<file path="config.mk">
export PLATFORM = sky130hd
export DESIGN_NAME = lin_serial
export DESIGN_NICKNAME = d
export VERILOG_FILES = /design/src/hdl/lin_pkg.sv /design/src/hdl/lin_tx.sv /design/src/hdl/lin_serial.sv
export SDC_FILE = /design/constraint.sdc
export NUM_CORES = 1
export LEC_CHECK = 0
export ABC_CLOCK_PERIOD_IN_PS = 7050
export BUFFER_PORTS_ARGS = -buffer_cell sky130_fd_sc_hd__buf_4
export CORE_UTILIZATION = 47
export CTS_BUF_LIST = sky130_fd_sc_hd__clkbuf_8
export CTS_CLUSTER_DIAMETER = 40
export DETAILED_ROUTE_END_ITERATION = 8
export GPL_ROUTABILITY_DRIVEN = 0
export GPL_TIMING_DRIVEN = 0
export PLACE_DENSITY = 0.67
export SLEW_MARGIN = 15
export SYNTH_ARGS = -nofsm -noshare
export SYNTH_HDL_FRONTEND = slang
export SYNTH_SLANG_ARGS = --single-unit
</file>
<file path="constraint.sdc">
create_clock -name core_clk_in -period 7.05 [get_ports core_clk_in]
set_input_delay 0 -clock core_clk_in [delete_from_list [all_inputs] [get_ports core_clk_in]]
set_output_delay 0 -clock core_clk_in [all_outputs]
set_load 0.005 [all_outputs]
</file>
<file path="src/hdl/lin_pkg.sv">
// constants shared by the LIN break and wake-up serial block
// assumes a single 200 MHz core clock and AXI4-Lite register access
package lin_pkg;
  // register byte addresses
  localparam logic [7:0] CTRL_ADDR = 8'h00;
  localparam logic [7:0] STAT_ADDR = 8'h04;
  localparam logic [7:0] TXDATA_ADDR = 8'h08;
  localparam logic [7:0] RXDATA_ADDR = 8'h0C;
  localparam logic [7:0] DIV_ADDR = 8'h10;
  localparam logic [7:0] IRQ_STAT_ADDR = 8'h14;
  localparam logic [7:0] IRQ_EN_ADDR = 8'h18;
  localparam logic [7:0] IRQ_CLR_ADDR = 8'h1C;
  // control register fields
  localparam int WAKE_BIT = 1;
  localparam int BREAK_BIT = 3;
  localparam int TRANSMIT_ENABLE_BIT_BIT = 5;
  localparam int SLEEP_BIT = 7;
  // status register fields
  localparam int SHIFT_EMPTY_BIT = 1;
  localparam int RX_IDLE_BIT = 6;
  localparam int RXFLAG_BIT = 0;
  localparam int TXBUF_EMPTY_BIT = 2;
  // interrupt status fields
  localparam int IRQ_RX_BIT = 0;
  localparam int IRQ_WAKE_BIT = 1;
  localparam int IRQ_BRK_BIT = 2;
  localparam int IRQ_W = 3;
  // frame shapes, divisor reset value and AXI response codes
  localparam logic [3:0] DATA_BITS = 4'h8;
  localparam logic [3:0] BREAK_ZEROS = 4'hC;
  localparam logic [15:0] DIV_RESET = 16'h00D8;
  localparam logic [1:0] AXI_OKAY = 2'h0;
  localparam logic [1:0] AXI_SLVERR = 2'h2;
endpackage

</file>
<file path="src/hdl/lin_tx.sv">
// transmit shifter with holding register and break character support
// assumes bit_tick_in is a one-cycle pulse once per bit time
`timescale 1ns/10ps
`default_nettype none
module lin_tx (
  input wire logic core_clk_in,
  input wire logic rst_in,
  input wire logic bit_tick_in,
  input wire logic transmit_enable_in,
  input wire logic send_break_in,
  input wire logic load_in,
  input wire logic [7:0] load_data_in,
  output logic tx_out,
  output logic buf_empty_out,
  output logic shift_empty_out,
  output logic break_done_out
);
  typedef enum {TX_IDLE, TX_START, TX_DATA, TX_STOP} tx_state_t;
  tx_state_t state_reg, state_next;
  logic [7:0] hold_reg, hold_next;
  logic hold_full_reg, hold_full_next;
  logic [7:0] tx_shift_register_reg, shift_next;
  logic [3:0] cnt_reg, cnt_next;
  logic brk_reg, brk_next;
  logic line_reg, line_next;
  logic done_reg, done_next;

  // next-state for holding register, shifter and line
  always_comb begin
    state_next = state_reg;
    hold_next = hold_reg;
    hold_full_next = hold_full_reg;
    shift_next = tx_shift_register_reg;
    cnt_next = cnt_reg;
    brk_next = brk_reg;
    line_next = line_reg;
    done_next = 1'b0;
    if (load_in) begin
      hold_next = load_data_in;
      hold_full_next = 1'b1;
    end
    case (state_reg)
      TX_IDLE: begin
        if (hold_full_reg && transmit_enable_in) begin
          // break ignores data
          // the request is still set in the cycle after its own stop bit;
          // masking it there lets a preloaded sync byte go out as data
          brk_next = send_break_in && !done_reg;
          shift_next = brk_next ? 8'h00 : hold_reg;
          hold_full_next = load_in;
          state_next = TX_START;
        end
      end
      TX_START: begin
        if (bit_tick_in) begin
          line_next = 1'b0;
          cnt_next = 4'h0;
          state_next = TX_DATA;
        end
      end
      TX_DATA: begin
        if (bit_tick_in) begin
          line_next = brk_reg ? 1'b0 : tx_shift_register_reg[cnt_reg[2:0]];
          cnt_next = cnt_reg + 4'h1;
          if (cnt_reg == (brk_reg ? lin_pkg::BREAK_ZEROS
                                  : lin_pkg::DATA_BITS))
            begin
            line_next = 1'b1;
            state_next = TX_STOP;
          end
        end
      end
      TX_STOP: begin
        if (bit_tick_in) begin
          done_next = brk_reg;
          brk_next = 1'b0;
          state_next = TX_IDLE;
        end
      end
      default: state_next = TX_IDLE;
    endcase
  end

  // state registers, line idles high
  always_ff @(posedge core_clk_in or posedge rst_in) begin
    if (rst_in) begin
      state_reg <= TX_IDLE;
      hold_reg <= 8'h00;
      hold_full_reg <= 1'b0;
      tx_shift_register_reg <= 8'h00;
      cnt_reg <= 4'h0;
      brk_reg <= 1'b0;
      line_reg <= 1'b1;
      done_reg <= 1'b0;
    end else begin
      state_reg <= state_next;
      hold_reg <= hold_next;
      hold_full_reg <= hold_full_next;
      tx_shift_register_reg <= shift_next;
      cnt_reg <= cnt_next;
      brk_reg <= brk_next;
      line_reg <= line_next;
      done_reg <= done_next;
    end
  end

  assign tx_out = line_reg;
  assign buf_empty_out = ~hold_full_reg;
  assign shift_empty_out = (state_reg == TX_IDLE);
  assign break_done_out = done_reg;
endmodule
`default_nettype wire

</file>
<file path="src/hdl/lin_serial.sv">
// LIN serial port: wake-on-edge, break transmit, AXI4-Lite registers
// assumes synchronous AXI master on core_clk_in, rx line from a pin
//
// The register offsets and register access over AXI4-Lite were decided locally.
`timescale 1ns/10ps
`default_nettype none
module lin_serial (
  input wire logic core_clk_in,
  input wire logic rst_in,
  input wire logic serial_rx_line_in,
  output logic tx_out,
  output logic irq_out,
  input wire logic [7:0] s_axi_awaddr,
  input wire logic s_axi_awvalid,
  output logic s_axi_awready,
  input wire logic [31:0] s_axi_wdata,
  input wire logic [3:0] s_axi_wstrb,
  input wire logic s_axi_wvalid,
  output logic s_axi_wready,
  output logic [1:0] s_axi_bresp,
  output logic s_axi_bvalid,
  input wire logic s_axi_bready,
  input wire logic [7:0] s_axi_araddr,
  input wire logic s_axi_arvalid,
  output logic s_axi_arready,
  output logic [31:0] s_axi_rdata,
  output logic [1:0] s_axi_rresp,
  output logic s_axi_rvalid,
  input wire logic s_axi_rready
);
  typedef enum {RX_IDLE, RX_START, RX_DATA, RX_STOP, RX_WAKE_LOW}
    rx_state_t;
  rx_state_t rx_state_reg, rx_state_next;
  logic [7:0] ctrl_reg, ctrl_next;
  logic [15:0] baud_divisor_reg, baud_divisor_next;
  logic [15:0] div_cnt_reg, div_cnt_next;
  logic [3:0] os_cnt_reg, os_cnt_next;
  logic [3:0] bit_cnt_reg, bit_cnt_next;
  logic [7:0] rx_shift_reg, rx_shift_next;
  logic [7:0] rx_data_register_reg, rx_data_next;
  logic rx_interrupt_flag_reg, rx_flag_next;
  logic [lin_pkg::IRQ_W-1:0] irq_stat_reg, irq_stat_next;
  logic [lin_pkg::IRQ_W-1:0] irq_en_reg, irq_en_next;
  logic sync1_reg, sync2_reg, rx_prev_reg;
  logic tick_reg, tick_next;
  logic irq_reg;
  logic aw_reg, aw_next, w_reg, w_next, bv_reg, bv_next;
  logic [7:0] awaddr_reg, awaddr_next;
  logic [31:0] wdata_reg, wdata_next;
  logic [3:0] wstrb_reg, wstrb_next;
  logic [1:0] bresp_reg, bresp_next;
  logic rv_reg, rv_next;
  logic [31:0] rdata_reg, rdata_next;
  logic [1:0] rresp_reg, rresp_next;
  logic tx_line, buf_empty, shift_empty, break_done;
  logic wr_fire, rd_fire, fall, rise, os_tick, tx_load, rx_begin;
  logic aw_rdy_reg, w_rdy_reg, ar_rdy_reg;

  // address is mapped when it hits one of the eight words
  function automatic logic mapped(input logic [7:0] a);
    mapped = (a[1:0] == 2'h0) && (a <= lin_pkg::IRQ_CLR_ADDR);
  endfunction

  always_ff @(posedge core_clk_in or posedge rst_in) begin
    if (rst_in) begin
      sync1_reg <= 1'b1;
      sync2_reg <= 1'b1;
      rx_prev_reg <= 1'b1;
    end else begin
      sync1_reg <= serial_rx_line_in;
      sync2_reg <= sync1_reg;
      rx_prev_reg <= sync2_reg;
    end
  end
  assign fall = rx_prev_reg & ~sync2_reg;
  assign rise = ~rx_prev_reg & sync2_reg;

  assign wr_fire = aw_reg && w_reg && !bv_reg;
  assign rd_fire = s_axi_arvalid && !rv_reg;
  assign tx_load = wr_fire && (awaddr_reg == lin_pkg::TXDATA_ADDR);
  assign os_tick = tick_reg && (os_cnt_reg == 4'hF);
  // low line in idle starts a normal frame unless wake watch or sleep
  assign rx_begin = (rx_state_reg == RX_IDLE) &&
    !ctrl_reg[lin_pkg::WAKE_BIT] && !sync2_reg &&
    !ctrl_reg[lin_pkg::SLEEP_BIT];

  // baud divider gives a 16x oversample pulse; frozen in sleep
  always_comb begin
    div_cnt_next = div_cnt_reg;
    tick_next = 1'b0;
    os_cnt_next = os_cnt_reg;
    if (!ctrl_reg[lin_pkg::SLEEP_BIT]) begin
      if (div_cnt_reg >= baud_divisor_reg) begin
        div_cnt_next = 16'h0000;
        tick_next = 1'b1;
      end else begin
        div_cnt_next = div_cnt_reg + 16'h0001;
      end
      if (tick_reg)
        os_cnt_next = os_cnt_reg + 4'h1;
      // restart the phase so start bit is sampled mid-bit
      if (rx_begin)
        os_cnt_next = 4'h8;
    end
  end

  // receiver, wake watcher and register updates
  always_comb begin
    rx_state_next = rx_state_reg;
    bit_cnt_next = bit_cnt_reg;
    rx_shift_next = rx_shift_reg;
    rx_data_next = rx_data_register_reg;
    rx_flag_next = rx_interrupt_flag_reg;
    ctrl_next = ctrl_reg;
    baud_divisor_next = baud_divisor_reg;
    irq_en_next = irq_en_reg;
    irq_stat_next = irq_stat_reg;
    if (rd_fire && s_axi_araddr == lin_pkg::RXDATA_ADDR)
      rx_flag_next = 1'b0;
    if (wr_fire && wstrb_reg[0]) begin
      if (awaddr_reg == lin_pkg::CTRL_ADDR)
        ctrl_next = wdata_reg[7:0];
      if (awaddr_reg == lin_pkg::IRQ_EN_ADDR)
        irq_en_next = wdata_reg[lin_pkg::IRQ_W-1:0];
      if (awaddr_reg == lin_pkg::IRQ_CLR_ADDR)
        irq_stat_next = irq_stat_reg & ~wdata_reg[lin_pkg::IRQ_W-1:0];
    end
    if (wr_fire && awaddr_reg == lin_pkg::DIV_ADDR) begin
      if (wstrb_reg[0])
        baud_divisor_next[7:0] = wdata_reg[7:0];
      if (wstrb_reg[1])
        baud_divisor_next[15:8] = wdata_reg[15:8];
    end
    if (break_done) begin
      ctrl_next[lin_pkg::BREAK_BIT] = 1'b0;
      irq_stat_next[lin_pkg::IRQ_BRK_BIT] = 1'b1;
    end
    case (rx_state_reg)
      RX_IDLE: begin
        if (ctrl_reg[lin_pkg::WAKE_BIT]) begin
          if (fall) begin
            rx_flag_next = 1'b1;
            irq_stat_next[lin_pkg::IRQ_WAKE_BIT] = 1'b1;
            rx_state_next = RX_WAKE_LOW;
          end
        end else if (rx_begin) begin
          rx_state_next = RX_START;
        end
      end
      RX_WAKE_LOW: begin
        if (rise) begin
          ctrl_next[lin_pkg::WAKE_BIT] = 1'b0;
          rx_state_next = RX_IDLE;
        end
      end
      RX_START: begin
        if (os_tick) begin
          bit_cnt_next = 4'h0;
          rx_state_next = sync2_reg ? RX_IDLE : RX_DATA;
        end
      end
      RX_DATA: begin
        if (os_tick) begin
          rx_shift_next = {sync2_reg, rx_shift_reg[7:1]};
          bit_cnt_next = bit_cnt_reg + 4'h1;
          if (bit_cnt_reg == lin_pkg::DATA_BITS - 4'h1)
            rx_state_next = RX_STOP;
        end
      end
      RX_STOP: begin
        if (os_tick) begin
          rx_data_next = rx_shift_reg;
          rx_flag_next = 1'b1;
          irq_stat_next[lin_pkg::IRQ_RX_BIT] = 1'b1;
          rx_state_next = RX_IDLE;
        end
      end
      default: rx_state_next = RX_IDLE;
    endcase
  end

  // receive and control registers
  always_ff @(posedge core_clk_in or posedge rst_in) begin
    if (rst_in) begin
      rx_state_reg <= RX_IDLE;
      bit_cnt_reg <= 4'h0;
      rx_shift_reg <= 8'h00;
      rx_data_register_reg <= 8'h00;
      rx_interrupt_flag_reg <= 1'b0;
      ctrl_reg <= 8'h00;
      baud_divisor_reg <= lin_pkg::DIV_RESET;
      irq_en_reg <= '0;
      irq_stat_reg <= '0;
      div_cnt_reg <= 16'h0000;
      os_cnt_reg <= 4'h0;
      tick_reg <= 1'b0;
      irq_reg <= 1'b0;
    end else begin
      rx_state_reg <= rx_state_next;
      bit_cnt_reg <= bit_cnt_next;
      rx_shift_reg <= rx_shift_next;
      rx_data_register_reg <= rx_data_next;
      rx_interrupt_flag_reg <= rx_flag_next;
      ctrl_reg <= ctrl_next;
      baud_divisor_reg <= baud_divisor_next;
      irq_en_reg <= irq_en_next;
      irq_stat_reg <= irq_stat_next;
      div_cnt_reg <= div_cnt_next;
      os_cnt_reg <= os_cnt_next;
      tick_reg <= tick_next;
      irq_reg <= |(irq_stat_next & irq_en_next);
    end
  end

  // AXI4-Lite handshakes: one write and one read at a time
  always_comb begin
    aw_next = aw_reg;
    w_next = w_reg;
    bv_next = bv_reg;
    awaddr_next = awaddr_reg;
    wdata_next = wdata_reg;
    wstrb_next = wstrb_reg;
    bresp_next = bresp_reg;
    rv_next = rv_reg;
    rdata_next = rdata_reg;
    rresp_next = rresp_reg;
    if (s_axi_awvalid && !aw_reg && !bv_reg) begin
      aw_next = 1'b1;
      awaddr_next = s_axi_awaddr;
    end
    if (s_axi_wvalid && !w_reg && !bv_reg) begin
      w_next = 1'b1;
      wdata_next = s_axi_wdata;
      wstrb_next = s_axi_wstrb;
    end
    if (wr_fire) begin
      aw_next = 1'b0;
      w_next = 1'b0;
      bv_next = 1'b1;
      bresp_next = mapped(awaddr_reg) ? lin_pkg::AXI_OKAY
                                      : lin_pkg::AXI_SLVERR;
    end
    if (bv_reg && s_axi_bready)
      bv_next = 1'b0;
    if (rv_reg && s_axi_rready)
      rv_next = 1'b0;
    if (rd_fire) begin
      rv_next = 1'b1;
      rresp_next = mapped(s_axi_araddr) ? lin_pkg::AXI_OKAY
                                        : lin_pkg::AXI_SLVERR;
      case (s_axi_araddr)
        lin_pkg::CTRL_ADDR: rdata_next = {24'h000000, ctrl_reg};
        lin_pkg::STAT_ADDR: rdata_next = {25'h0000000,
          rx_state_reg == RX_IDLE, 3'h0, buf_empty, shift_empty,
          rx_interrupt_flag_reg};
        lin_pkg::RXDATA_ADDR: rdata_next = {24'h000000,
          rx_data_register_reg};
        lin_pkg::DIV_ADDR: rdata_next = {16'h0000, baud_divisor_reg};
        lin_pkg::IRQ_STAT_ADDR: rdata_next = {29'h00000000, irq_stat_reg};
        lin_pkg::IRQ_EN_ADDR: rdata_next = {29'h00000000, irq_en_reg};
        default: rdata_next = 32'h00000000;
      endcase
    end
  end

  // bus registers
  always_ff @(posedge core_clk_in or posedge rst_in) begin
    if (rst_in) begin
      aw_reg <= 1'b0;
      w_reg <= 1'b0;
      bv_reg <= 1'b0;
      awaddr_reg <= 8'h00;
      wdata_reg <= 32'h00000000;
      wstrb_reg <= 4'h0;
      bresp_reg <= 2'h0;
      rv_reg <= 1'b0;
      rdata_reg <= 32'h00000000;
      rresp_reg <= 2'h0;
      aw_rdy_reg <= 1'b1;
      w_rdy_reg <= 1'b1;
      ar_rdy_reg <= 1'b1;
    end else begin
      aw_reg <= aw_next;
      w_reg <= w_next;
      bv_reg <= bv_next;
      awaddr_reg <= awaddr_next;
      wdata_reg <= wdata_next;
      wstrb_reg <= wstrb_next;
      bresp_reg <= bresp_next;
      rv_reg <= rv_next;
      rdata_reg <= rdata_next;
      rresp_reg <= rresp_next;
      // ready kept in flops so every bus output leaves a register
      aw_rdy_reg <= !aw_next && !bv_next;
      w_rdy_reg <= !w_next && !bv_next;
      ar_rdy_reg <= !rv_next;
    end
  end

  // ready is high while the capture slot is free
  assign s_axi_awready = aw_rdy_reg;
  assign s_axi_wready = w_rdy_reg;
  assign s_axi_bvalid = bv_reg;
  assign s_axi_bresp = bresp_reg;
  assign s_axi_arready = ar_rdy_reg;
  assign s_axi_rvalid = rv_reg;
  assign s_axi_rdata = rdata_reg;
  assign s_axi_rresp = rresp_reg;
  assign irq_out = irq_reg;

  lin_tx u_tx (
    .core_clk_in(core_clk_in),
    .rst_in(rst_in),
    .bit_tick_in(os_tick),
    .transmit_enable_in(ctrl_reg[lin_pkg::TRANSMIT_ENABLE_BIT_BIT]),
    .send_break_in(ctrl_reg[lin_pkg::BREAK_BIT]),
    .load_in(tx_load),
    .load_data_in(wdata_reg[7:0]),
    .tx_out(tx_line),
    .buf_empty_out(buf_empty),
    .shift_empty_out(shift_empty),
    .break_done_out(break_done)
  );
  assign tx_out = tx_line;

  // wake enable drops within a cycle of a rise
  property p_wake_clear;
    @(posedge core_clk_in) disable iff (rst_in)
      (rx_state_reg == RX_WAKE_LOW && rise) |=> !ctrl_reg[lin_pkg::WAKE_BIT];
  endproperty
  a_wake_clear: assert property (p_wake_clear)
    else $error("wake enable not cleared on rise");

  // wake fall sets flag next cycle
  property p_wake_flag;
    @(posedge core_clk_in) disable iff (rst_in)
      (rx_state_reg == RX_IDLE && ctrl_reg[lin_pkg::WAKE_BIT] && fall)
      |=> rx_interrupt_flag_reg && rx_state_reg == RX_WAKE_LOW;
  endproperty
  a_wake_flag: assert property (p_wake_flag)
    else $error("wake event did not set flag");

  // no normal reception while wake enabled in idle
  property p_wake_blocks;
    @(posedge core_clk_in) disable iff (rst_in)
      (rx_state_reg == RX_IDLE && ctrl_reg[lin_pkg::WAKE_BIT])
      |=> rx_state_reg != RX_START;
  endproperty
  a_wake_blocks: assert property (p_wake_blocks)
    else $error("receive started while wake enabled");

  // flag clears after a receive data read made in the wake-low state
  property p_read_clears;
    @(posedge core_clk_in) disable iff (rst_in)
      (rd_fire && s_axi_araddr == lin_pkg::RXDATA_ADDR &&
       rx_state_reg == RX_WAKE_LOW) |=> !rx_interrupt_flag_reg;
  endproperty
  a_read_clears: assert property (p_read_clears)
    else $error("read did not clear flag");

  // break request dropped after break finishes
  property p_break_clear;
    @(posedge core_clk_in) disable iff (rst_in)
      break_done |-> shift_empty ##1 !ctrl_reg[lin_pkg::BREAK_BIT];
  endproperty
  a_break_clear: assert property (p_break_clear)
    else $error("break request not cleared");

  property p_sleep_stop;
    @(posedge core_clk_in) disable iff (rst_in)
      ctrl_reg[lin_pkg::SLEEP_BIT] |=> !tick_reg;
  endproperty
  a_sleep_stop: assert property (p_sleep_stop)
    else $error("bit clock ran in sleep");

  // edge seen only on synchronised samples
  property p_sync_edge;
    @(posedge core_clk_in) disable iff (rst_in)
      fall |-> $past(sync2_reg) && !sync2_reg;
  endproperty
  a_sync_edge: assert property (p_sync_edge)
    else $error("edge not from synchronised line");

  // shift empty low while a break is on the line
  property p_break_busy;
    @(posedge core_clk_in) disable iff (rst_in)
      (!tx_line && ctrl_reg[lin_pkg::BREAK_BIT]) |-> !shift_empty;
  endproperty
  a_break_busy: assert property (p_break_busy)
    else $error("shift empty during break");

  // the line stays low for the first eight cycles of a break
  property p_break_low;
    @(posedge core_clk_in) disable iff (rst_in)
      ($fell(tx_line) && ctrl_reg[lin_pkg::BREAK_BIT]) |->
        !tx_line [*8];
  endproperty
  a_break_low: assert property (p_break_low)
    else $error("break line went high early");

  c_wake: cover property (@(posedge core_clk_in)
    rx_state_reg == RX_WAKE_LOW ##1 rise);
  c_break: cover property (@(posedge core_clk_in) break_done);
  c_rx: cover property (@(posedge core_clk_in)
    rx_state_reg == RX_STOP && os_tick);
endmodule
`default_nettype wire

</file>
Word-level counts from Yosys, hierarchy flattened
Cells that the tools add are included.

Register bits: 233. Output and inout port bits: 43. Logic and storage cells: 223.

$add $sub $neg: 4. Order comparisons: 4. Equal/unequal tests: 31. Mux-type cells: 72. Bitwise operators: 9. Reduce and logical (&&, ||, !) cells: 63.

Operator list (number): 32-bit 2-to-1 mux (12); 32-bit case mux with 5 select lines (1); 32-bit by 2-bit equality test with 1-bit output (second input constant) (4); 32-bit logical NOT (4); 32-bit case mux with 4 select lines (1); 16-bit case mux with 6 select lines (1); 32-bit by 1-bit equality test with 1-bit output (second input constant) (2); 8-bit by 5-bit equality test with 1-bit output (second input constant) (6); 1-bit 2-to-1 mux (34); 32-bit by 3-bit equality test with 1-bit output (second input constant) (1); 4-bit 2-to-1 mux (7); 1-bit logical AND (23); 16-bit by 1-bit adder with 16-bit output (second input constant) (1); 8-bit by 4-bit equality test with 1-bit output (second input constant) (2); 16-bit greater-or-equal comparator (1); 8-bit by 5-bit less-or-equal comparator with 1-bit output (second input constant) (2); 8-bit logical NOT (2); 16-bit 2-to-1 mux (1); 2-bit != test (second input constant) (8); 4-bit case mux with 2 select lines (2); 2-bit AND reduction (8); 3-bit 2-to-1 mux (5); 4-bit by 1-bit adder with 4-bit output (second input constant) (3); 1-bit logical NOT (12); other kinds (21) (40).

Logic depth before layout (Yosys ltp)
Gate-level depths: netlist of run 1.

Depth in word-level cells: 9. Mapped depth: 9. Depth with buffers taken out: 8.

Modules after synthesis
A second synthesis of run 1 with hierarchy kept.

Cell total of the unflattened synthesis: 661. Area, all modules: 7433.4 um^2.

Modules (own cells, without submodules): lin_serial (times used 1, cells an instance 546, area each 6162.2 um^2); lin_tx (times used 1, cells an instance 115, area each 1271.2 um^2).

Worst setup path after synthesis of run 1
OpenSTA, ideal clock, no wires.

Kind: reg-to-reg. Start point: register awaddr_reg[0]. End point: register irq_reg, in the netlist irq_out. Library setup time: 0.126 ns. Arrival time: 2.143 ns. Data required time: 6.924 ns. Setup slack: 4.781 ns. Stages on the path, launching flop included: 7. Clock period less this slack: 2.269 ns. Cell sequence: dfrtp_1 -> or3_1 -> or3_4 -> nor3_1 -> mux2_2 -> and2_1 -> a221o_1.

Elaborated cells between the ends (all ways): 14.

RTL lines: start: declaration (RTL line lin_serial.sv:48) `logic [7:0] awaddr_reg, awaddr_next;`; start signal: assignment (RTL line lin_serial.sv:286) `awaddr_reg <= awaddr_next;`; 8-bit by 5-bit equality test with 1-bit output (RTL line lin_serial.sv:123) `if (awaddr_reg == lin_pkg::IRQ_EN_ADDR)`; 3-bit 2-to-1 mux (RTL line lin_serial.sv:123); 3-bit 2-to-1 mux (RTL line lin_serial.sv:120) `if (wr_fire && wstrb_reg[0]) begin`; named net irq_en_next, one bit (RTL line lin_serial.sv:43) `logic [lin_pkg::IRQ_W-1:0] irq_en_reg, irq_en_next;`; 3-bit AND (RTL line lin_serial.sv:211) `irq_reg <= |(irq_stat_next & irq_en_next);`; 3-bit OR reduction (RTL line lin_serial.sv:211); end signal: assignment (RTL line lin_serial.sv:211); end: declaration (RTL line lin_serial.sv:46) `logic irq_reg;`.

The timed path passes the listed nets, and every way through them passes these cells. A chain may end at the register's enable or synchronous reset.

Worst setup path in the final report of run 1
Start point: register baud_divisor_reg[7]. End point: register div_cnt_reg[4].

Cells in the longest elaborated chain, start to end: 2.

RTL lines: start: declaration (RTL line lin_serial.sv:35) `logic [15:0] baud_divisor_reg, baud_divisor_next;`; start signal: assignment (RTL line lin_serial.sv:191) `baud_divisor_reg <= lin_pkg::DIV_RESET;`; start signal: assignment (RTL line lin_serial.sv:205) `baud_divisor_reg <= baud_divisor_next;`; 16-bit greater-or-equal comparator (RTL line lin_serial.sv:93) `if (div_cnt_reg >= baud_divisor_reg) begin`; 16-bit 2-to-1 mux (RTL line lin_serial.sv:93); end signal: assignment (RTL line lin_serial.sv:208) `div_cnt_reg <= div_cnt_next;`; end: declaration (RTL line lin_serial.sv:36) `logic [15:0] div_cnt_reg, div_cnt_next;`.

No other way between the ends.

==> results of run 1 <==
cell usage after synthesis, drive strengths merged (3+ instances only):
master  number  share of area, %
o21bai       4              0.41
nand2b       5              0.42
a22o        16               1.9
nor2        39               2.0
nor3        14              0.95
nand3b       4              0.46
nor2b       12               1.0
mux2        70                11
mux2i       13               1.8
a21o         8              0.81
xnor2        7              0.83
nand3       12              0.88
o22ai        4              0.34
and2         4              0.34
buf         24               2.3
dfstp       11               3.9
nand2       67               3.4
and3         6              0.51
nand4        8              0.68
a21oi       16               1.1
dfrtp      145                49
ha          26               4.4
nor4b        3              0.56
a211oi       4              0.41
o21ai       39               2.6
inv         28               1.4
nor4         4              0.42
or3          3              0.32
clkbuf      17              0.86
xor2         9               1.1
a22oi        6              0.61
cells in the final DEF (no fill, tap or decap), drive strengths merged, types with 26 or more instances in the layout:
cell type    count
buf             90
mux2            70
dlygate4sd3     36
ha              26
nor2            39
nand2           67
inv             31
dfrtp          145
clkbuf          38
o21ai           39
logic make-up (layout without fill, tap and decap cells):
group,after synthesis,count (layout),synth area share [%]
buffers and inverters,69,202,4.63
AO/OA/AOI/OAI,114,114,10.1
adder cells (fa/ha/maj),26,26,4.40
other,1,18,0.0507
AND/OR/NAND/NOR,189,189,12.9
XOR/XNOR,16,16,1.89
multiplexers,84,84,13.1
flip-flops,156,156,52.9
layout make-up:
class | instances | area [um^2]
Fill cell | 1269 | 6240
Sequential cell | 156 | 3920
Multi-Input combinational cell | 447 | 3200
Buffer | 41 | 238
Clock inverter | 10 | 114
Tap cell | 211 | 264
Clock buffer | 21 | 289
Inverter | 28 | 113
Timing Repair Buffer | 102 | 876
worst max-delay path by stage:
stage | depth (start not counted) | to | start
floorplan | 1 | aw_reg$_DFF_PP0_ | rst_in
global placement | 2 | u_tx.cnt_reg[2]$_DFFE_PP0P_ | rst_in
detailed placement | 9 | div_cnt_reg[4]$_DFFE_PP0N_ | baud_divisor_reg[7]$_DFFE_PP1P_
CTS | 9 | div_cnt_reg[4]$_DFFE_PP0N_ | baud_divisor_reg[7]$_DFFE_PP1P_
global route | 9 | div_cnt_reg[6]$_DFFE_PP0N_ | baud_divisor_reg[7]$_DFFE_PP1P_
finish | 9 | div_cnt_reg[4]$_DFFE_PP0N_ | baud_divisor_reg[7]$_DFFE_PP1P_
power breakdown:
group          internal [mW]  leakage (nW)  total (mW)  switching (mW)
registers               1.10          2.02        1.28           0.183
clock network          0.351         0.214       0.683           0.333
logic                  0.362          2.04       0.734           0.372
total                   1.81          4.27        2.70           0.888
tightest hold or removal path, cell delays in order:
cell	delay, ps
buf_4	120
nor4b_4	70
a21oi_1	180
o21ai_0	90
routing by layer:
| metal | vias to the layer above | GRT usage [%] |
|---|---|---|
| li1 | 2548 | - |
| met5 | - | 0 |
| met1 | 2606 | 27.6 |
| met3 | 14 | 3.81 |
| met4 | 0 | 8.40 |
| met2 | 97 | 35.6 |
what timing repair did:
action / 4_1_cts / 5_1_grt
hold buffers: 36 / 0
hold endpoints to repair: 186 / 0
setup endpoints to repair: 0 / 0
resized for setup: 0 / 0
==> run_results.csv, run 1 <==
group,metric,value,unit
critical_path,r2r_slack,4450,ps
placement,placed_cells,949,
min_path,worstHoldPathCells,4,
clock_tree,cts_setup_buffers,0,
detailed_routing,wl_met2,7970,um
yosys,netlist_area,0.00740,mm^2
floorplan,die_area,0.0163,mm^2
min_path,min_to,"s_axi_rdata[2]$_DFFE_PP0N_",
yosys,synth_cell_type_count,62,
min_path,hold_class,"primary input to flop",
finish,insertedDiodeCount,0,
yosys,ys_ff_latch,156,
run_status,status,"complete, no violations",
critical_path,timing.rr.start,"baud_divisor_reg[7]$_DFFE_PP1P_",
critical_path,worstRegToRegCells,9,
placement,io_buffers,65,
critical_path,crit_type,"flop to flop",
finish,fin_util,59.1,%
run,drv_cap,0,
floorplan,coreArea,0.0153,mm^2
finish,design_area,0.00901,mm^2
critical_path,crit_buf_inv,2,
min_path,min_from,"s_axi_araddr[3]",
finish,fin_cells,1016,
yosys,yosysWarnings,0,
critical_path,path_cells,"inv_1 -> ha_1 -> nand2_1 -> o21ai_0 -> a21oi_1 -> o21ai_1 -> nor2b_1 -> clkbuf_1 -> nor2_1",
critical_path,cp-start-kind,"flop",
timing,slew_viol_final,0,
yosys,async_reset_ff_share,100,%
detailed_routing,wirelength,15900,um
clock_tree,cts_tree,"built",
timing,timing.fmax,384,MHz
detailed_routing,dr.pass1.iters,4,
detailed_routing,drt-initial-drc-count,288,
floorplan,die_y,127,um
timing,rsz0062_at_grt,"no",
yosys,avgSynthCellArea,11.3,um^2
critical_path,crit_required,7380,ps
global_route,grt_use_total,21.3,%
clock_tree,cts_made_buffers,17,
detailed_routing,avgRoutedWirePerCell,15.7,um
finish,layout-drive-gt1-share,25.8,%
detailed_routing,route.met3.wl,593,um
clock_tree,root_buffer,"clkbuf_8",
critical_path,path_max_fanout,10,
detailed_routing,highest_layer,"met4",
clock_tree,h-tree-depth,4,
detailed_routing,via_per_inst,5.18,
detailed_routing,m1WireLength,7210,um
yosys,synthCells,655,
timing,setup_tns,0,ps
finish,syn_to_final_growth,21.8,%
yosys,synth-edff-count,0,
global_route,grt_max_degree,113,
global_route,first_global_vias,5319,
placement,dp_hpwl,11400,um
critical_path,max_stage_delay,570,ps
floorplan,io_pins,103,
critical_path,reg2reg_to,"div_cnt_reg[4]$_DFFE_PP0N_",
floorplan,core.rowCount,45,
pwr,powerDensity,300,mW/mm^2
floorplan,initial_core_util,48.5,%
critical_path,crit_family,"compound AO/OA/AOI/OAI gates",
global_route,antenna_found_initial,0,
clock_tree,clk_pin_slew,90,ps
timing,fin_crit,2600,ps
clock_tree,cts_sinks,156,
global_route,gr-total-overflow,0,
timing,maxSlewHeadroom,35.1,%
placement,dp_slack,4490,ps
timing,setup_viol,0,
timing,fin_skew,13.0,ps
yosys,synth_flop_cell,"dfrtp_1",
finish,num-nets-final,879,
timing,fin_ws,4450,ps
pwr,peakVddDrop,0.196,mV
clock_tree,clk_latency,460,ps
critical_path,end_kind,"flop",
critical_path,critPathSlowestCell,"dfstp_2",
yosys,ys_seq_area_share,52.9,%
pwr,total_power,2.70,mW
detailed_routing,drtAntennaViolNets,0,
global_route,grt_pass1_wl,26700,um
detailed_routing,drc,0,
clock_tree,clock_path_buffers,2,
timing,fin_crit_sh,36.9,%
timing,worstMarginPinSlew,966,ps
critical_path,crit_arrival,2930,ps
floorplan,die_width,127,um
detailed_routing,dr_total_vias,5265,
pwr,p_leak,4.27,nW
timing,hold_viol,0,
timing,worst_hold_slack,27.9,ps
placement,placed_cell_area,0.00825,mm^2
No activity file was read; power rests on OpenSTA's default activity.
==> run 2: changes to the inputs <==
ABC_CLOCK_PERIOD_IN_PS = 2400   (was 7050)
clock period = 2.4 ns   (was 7.05 ns; I/O delays follow)
==> run_results.csv, run 2 (synthesis results as in run 1) <==
group,metric,value,unit
run_status,status,"complete, no violations",
timing,maxSlewHeadroom,54.4,%
critical_path,crit_required,2740,ps
clock_tree,h-tree-depth,4,
critical_path,end_kind,"flop",
timing,setup_viol,0,
critical_path,path_cells,"or3_1 -> or3_4 -> or4b_1 -> buf_6 -> mux2_4",
detailed_routing,drt-initial-drc-count,315,
placement,placed_cell_area,0.00830,mm^2
pwr,swShare,34.1,%
finish,num-nets-final,884,
timing,fin_ws,75.7,ps
detailed_routing,avgRoutedWirePerCell,16.1,um
global_route,first_global_vias,5516,
placement,io_buffers,65,
pwr,peakVddDrop,0.817,mV
placement,dp_slack,-238,ps
floorplan,die_width,127,um
timing,fin_crit,2320,ps
timing,fin_crit_sh,96.8,%
detailed_routing,dr_total_vias,5332,
pwr,pwr-share-seq,47.6,%
clock_tree,cts_sinks,156,
clock_tree,cts_made_buffers,17,
finish,nFillCells,1224,
critical_path,r2r_slack,80,ps
timing,hold_viol,0,
critical_path,cp-start-kind,"flop",
timing,slew_viol_final,0,
critical_path,max_stage_delay,550,ps
pwr,p_leak,4.29,nW
floorplan,initial_core_util,48.5,%
detailed_routing,drc,0,
finish,design_area,0.00910,mm^2
floorplan,die_area,0.0163,mm^2
clock_tree,cts_tree,"built",
critical_path,crit_type,"flop to flop",
pwr,p_sw,2.71,mW
critical_path,crit_buf_inv,1,
global_route,grt_max_degree,38,
timing,worstMarginPinSlew,679,ps
clock_tree,clk_latency,460,ps
floorplan,core.rowCount,45,
critical_path,critPathSlowestCell,"or4b_1",
timing,timing.fmax,430,MHz
pwr,power_frac_comb,28.7,%
detailed_routing,via_per_inst,5.22,
finish,final_cell_mix,"dfrtp_1, buf_4, nand2_1, mux2_2",
pwr,powerDensity,873,mW/mm^2
run,drv_cap,0,
global_route,grt_use_total,21.6,%
finish,insertedDiodeCount,0,
placement,dp_hpwl,11700,um
detailed_routing,wirelength,16400,um
global_route,antenna_found_initial,0,
finish,layout-drive-gt1-share,27.1,%
finish,mostFrequentLayoutCell,"dfrtp_1",
clock_tree,clk_pin_slew,90,ps
timing,fin_skew,12.8,ps
clock_tree,clock_path_buffers,2,
global_route,gr-total-overflow,0,
pwr,p_int,5.24,mW
clock_tree,root_buffer,"clkbuf_8",
floorplan,coreArea,0.0153,mm^2
min_path,hold_class,"primary input to flop",
placement,placed_cells,952,
floorplan,die_y,127,um
finish,fin_cells,1022,
critical_path,crit_family,"simple AND/OR/NAND/NOR gates",
critical_path,path_max_fanout,9,
critical_path,crit_arrival,2660,ps
detailed_routing,drtAntennaViolNets,0,
floorplan,io_pins,103,
finish,syn_to_final_growth,23.0,%
detailed_routing,dr.pass1.iters,4,
pwr,p_clk_share,23.7,%
global_route,grt_pass1_wl,27100,um
run 2: repair_timing:
action | 4_1_cts | 5_1_grt
hold buffers | 36 | 0
endpoints found under the setup margin | 23 | 27
gates resized for setup | 5 | 6
endpoints found under the hold margin | 118 | 0
buffers inserted | 0 | 2
pin swaps | 0 | 1
run 2: cell type report:
class / instances / area (um^2) / share of cell area, %
Clock buffer: 19 / 262 / 2.87
Timing Repair Buffer: 107 / 943 / 10.4
Clock inverter: 13 / 118 / 1.29
Tap cell: 211 / 264 / 2.90
Buffer: 41 / 240 / 2.64
Multi-Input combinational cell: 447 / 3250 / 35.7
Inverter: 28 / 109 / 1.20
Sequential cell: 156 / 3920 / 43.0
run 2: per-layer routing:
| layer | vias to the layer above | track usage, % | routed length [um] |
|---|---|---|---|
| met3 | 16 | 4.73 | 617 |
| met2 | 104 | 36.1 | 8210 |
| li1 | 2547 | - | - |
| met5 | - | 0 | 0 |
| met1 | 2665 | 27.7 | 7400 |
| met4 | 0 | 7.49 | 183 |
run 2: final timing paths:
kind / end / start / depth (start not counted)
setup / recovery: u_tx.hold_reg[4]$_DFFE_PP0P_ / awaddr_reg[0]$_DFFE_PP0P_ / 5
hold / removal: s_axi_rdata[0]$_DFFE_PP0N_ / s_axi_araddr[3] / 4
setup reg to reg: u_tx.hold_reg[4]$_DFFE_PP0P_ / awaddr_reg[0]$_DFFE_PP0P_ / 5
hold reg to reg: sync2_reg$_DFF_PP1_ / sync1_reg$_DFF_PP1_ / 0
max in group asynchronous: u_tx.tx_out$_DFFE_PP1P_ / rst_in / 5
min in group asynchronous: rx_data_register_reg[0]$_DFFE_PP0P_ / rst_in / 3
run 2: power groups by stage:
stage / Combinational, mW / Clock [mW] / Sequential, mW
finish: 2.28 / 1.88 / 3.78
global route: 2.57 / 2.03 / 3.87
CTS: 2.24 / 1.91 / 3.78
detailed placement: 2.16 / 0 / 3.82
global placement: 2.01 / 0 / 3.78
floorplan: 1.63 / 0 / 3.63
run 2: worst min-delay path: stages:
cell	delay [ps]
buf_4	110
nor4b_4	70
a21oi_1	170
o21ai_0	90
run 2: per-stage QoR:
stage | setup TNS, ps | util [%] | hold slack, ps | total power [mW]
6_report | 0 | 59.7 | 21.7 | 7.95
3_3_place_gp | -70720 | 53.9 | 110 | 5.80
4_1_cts | 0 | 59.4 | 11.3 | 7.93
5_1_grt | -54.3 | 59.7 | 15.9 | 8.47
2_1_floorplan | 0 | - | 4.48 | 5.25
3_5_place_dp | -2240 | 54.4 | 66.0 | 5.98
==> run 3: changes to the inputs <==
ABC_CLOCK_PERIOD_IN_PS = 1980   (was 2400)
PLACE_DENSITY = 0.7   (was 0.67)
clock period = 1.98 ns   (was 2.4 ns; I/O delays follow)
==> run_results.csv, run 3 (synthesis results as in run 1) <==
group,metric,value,unit
critical_path,path_max_fanout,9,
floorplan,die_area,0.0163,mm^2
critical_path,cp-start-kind,"flop",
clock_tree,clk_pin_slew,90,ps
run_status,violations,"setup timing",
min_path,hold_class,"primary input to flop",
floorplan,die_width,127,um
pwr,powerDensity,1080,mW/mm^2
finish,syn_to_final_growth,28.4,%
finish,layout-drive-gt1-share,33.6,%
critical_path,reg2reg_to,"u_tx.hold_reg[6]$_DFFE_PP0P_",
finish,multiInputGateArea,0.00344,mm^2
critical_path,worstRegToRegCells,5,
timing,fin_skew,12.6,ps
critical_path,crit_cells,5,
floorplan,die_y,127,um
critical_path,crit_family,"simple AND/OR/NAND/NOR gates",
global_route,top_usage_layer,"met2",
pwr,peakVddDrop,0.681,mV
timing,maxSlewHeadroom,53.5,%
min_path,worstHoldPathCells,4,
clock_tree,cts_tree,"built",
timing,hold_viol,0,
global_route,grt_use_total,21.9,%
finish,ff_latch_area,0.00392,mm^2
placement,placed_cell_area,0.00833,mm^2
timing,rsz0062_at_grt,"yes",
clock_tree,cts_sinks,156,
clock_tree,root_buffer,"clkbuf_8",
placement,io_buffers,65,
global_route,grt_use_met1,26.6,%
detailed_routing,drtAntennaViolNets,0,
clock_tree,clock_path_buffers,2,
finish,mostFrequentLayoutCell,"dfrtp_1",
detailed_routing,via_per_inst,5.23,
detailed_routing,drt-initial-drc-count,307,
global_route,antenna_found_initial,0,
floorplan,initial_core_util,48.5,%
detailed_routing,dr_total_vias,5444,
timing,fin_crit,2250,ps
finish,design_area,0.00950,mm^2
run,drv_cap,0,
min_path,min_to,"s_axi_rdata[2]$_DFFE_PP0N_",
detailed_routing,wirelength,16700,um
critical_path,cpMostUsedCell,"or3_4",
finish,insertedDiodeCount,0,
global_route,gr-total-overflow,0,
finish,fin_cells,1041,
global_route,met2_usage,38.1,%
timing,slew_viol_final,0,
placement,placed_cells,952,
global_route,grt.met3_usage,4.77,%
timing,worstMarginPinSlew,696,ps
critical_path,critPathSlowestCell,"or4b_4",
critical_path,max_stage_delay,510,ps
critical_path,r2r_slack,-270,ps
critical_path,crit_type,"flop to flop",
finish,nFillCells,1223,
timing,fin_crit_sh,114,%
critical_path,path_cells,"or3_4 -> or3_4 -> or4b_4 -> buf_8 -> mux2_4",
detailed_routing,avgRoutedWirePerCell,16.1,um
critical_path,crit_arrival,2590,ps
global_route,first_global_vias,5586,
global_route,grt_pass1_wl,27500,um
floorplan,io_pins,103,
timing,timing.fmax,444,MHz
finish,num-nets-final,903,
critical_path,end_kind,"flop",
min_path,min_from,"s_axi_araddr[3]",
critical_path,crit_required,2320,ps
placement,dp_hpwl,11600,um
timing,fin_ws,-273,ps
timing,setup_viol,33,
critical_path,timing.rr.start,"awaddr_reg[0]$_DFFE_PP0P_",
timing,setup_tns,-4500,ps
run_status,status,"finished, violations left",
finish,final_cell_mix,"dfrtp_1, buf_4, nand2_1, mux2_2, nor2_1",
global_route,grt_max_degree,39,
floorplan,core.rowCount,45,
critical_path,crit_buf_inv,1,
pwr,p_leak,4.47,nW
clock_tree,h-tree-depth,4,
floorplan,coreArea,0.0153,mm^2
clock_tree,clk_latency,460,ps
detailed_routing,dr.pass1.iters,5,
timing,worst_hold_slack,24.4,ps
detailed_routing,drc,0,
clock_tree,cts_made_buffers,17,
## run 3: cell count changes in the layout (fill, tap and decap cells not counted), moves of 6 or more
| cell | previous run | this run |
|---|---|---|
| buf_4 | 87 | 99 |
| buf_6 | 1 | 9 |
| o21ai_1 | 0 | 6 |
| o21ai_0 | 38 | 28 |
## run 3: area by class of cell
type,instances,area share (%)
Multi-Input combinational cell,447,36.2
Clock inverter,14,1.28
Clock buffer,18,2.61
Buffer,39,2.75
Inverter,28,1.15
Sequential cell,156,41.3
Tap cell,211,2.78
Timing Repair Buffer,128,11.9
## run 3: stage by stage
stage          util, %  total power, mW  setup WS [ps]
2_1_floorplan        -             6.41           -162
3_3_place_gp      54.0             7.05           -835
3_5_place_dp      54.6             7.28           -433
4_1_cts           60.6             9.88           -283
5_1_grt           62.3             10.9           -321
6_report          62.3             10.2           -273
## run 3: timing repair
item                                    4_1_cts  5_1_grt
hold buffers                                 36        0
buffers inserted                             11       10
endpoints found under the hold margin        62        0
endpoints found under the setup margin       76       91
gates resized for setup                      26       50
pin swaps                                     4       10
cloned                                        2        0
## run 3: report_power, final
| part | leakage (nW) | internal [mW] | switching [mW] | total, mW |
|---|---|---|---|---|
| registers | 2.02 | 3.92 | 0.719 | 4.64 |
| logic | 2.27 | 1.79 | 1.57 | 3.36 |
| clock network | 0.179 | 1.02 | 1.22 | 2.24 |
## run 3: worst register-to-register path: cells and delay by family (launching register included)
| family | cells | cell delay [ps] |
|---|---|---|
| buf+inv | 1 | 170 |
| simple gates | 3 | 1280 |
| mux | 1 | 310 |
| flops | 1 | 390 |
## run 3: how the worst max path moves through the flow
stage | start | to | slack, ps
floorplan | awaddr_reg[0]$_DFFE_PP0P_ | baud_divisor_reg[0]$_DFFE_PP0P_ | -160
global placement | rst_in | u_tx.cnt_reg[0]$_DFFE_PP0P_ | -830
detailed placement | s_axi_bvalid$_DFF_PP0_ | ctrl_reg[6]$_DFFE_PP0P_ | -430
CTS | awaddr_reg[0]$_DFFE_PP0P_ | u_tx.hold_reg[6]$_DFFE_PP0P_ | -280
global route | awaddr_reg[0]$_DFFE_PP0P_ | u_tx.hold_reg[5]$_DFFE_PP0P_ | -320
finish | awaddr_reg[0]$_DFFE_PP0P_ | u_tx.hold_reg[6]$_DFFE_PP0P_ | -270
## run 3: layer usage
layer  vias up  share of wire (%)
li1       2601                  -
met1      2692                 43
met2       130                 51
met3        21                4.2
met4         0                1.7
met5         -                  0
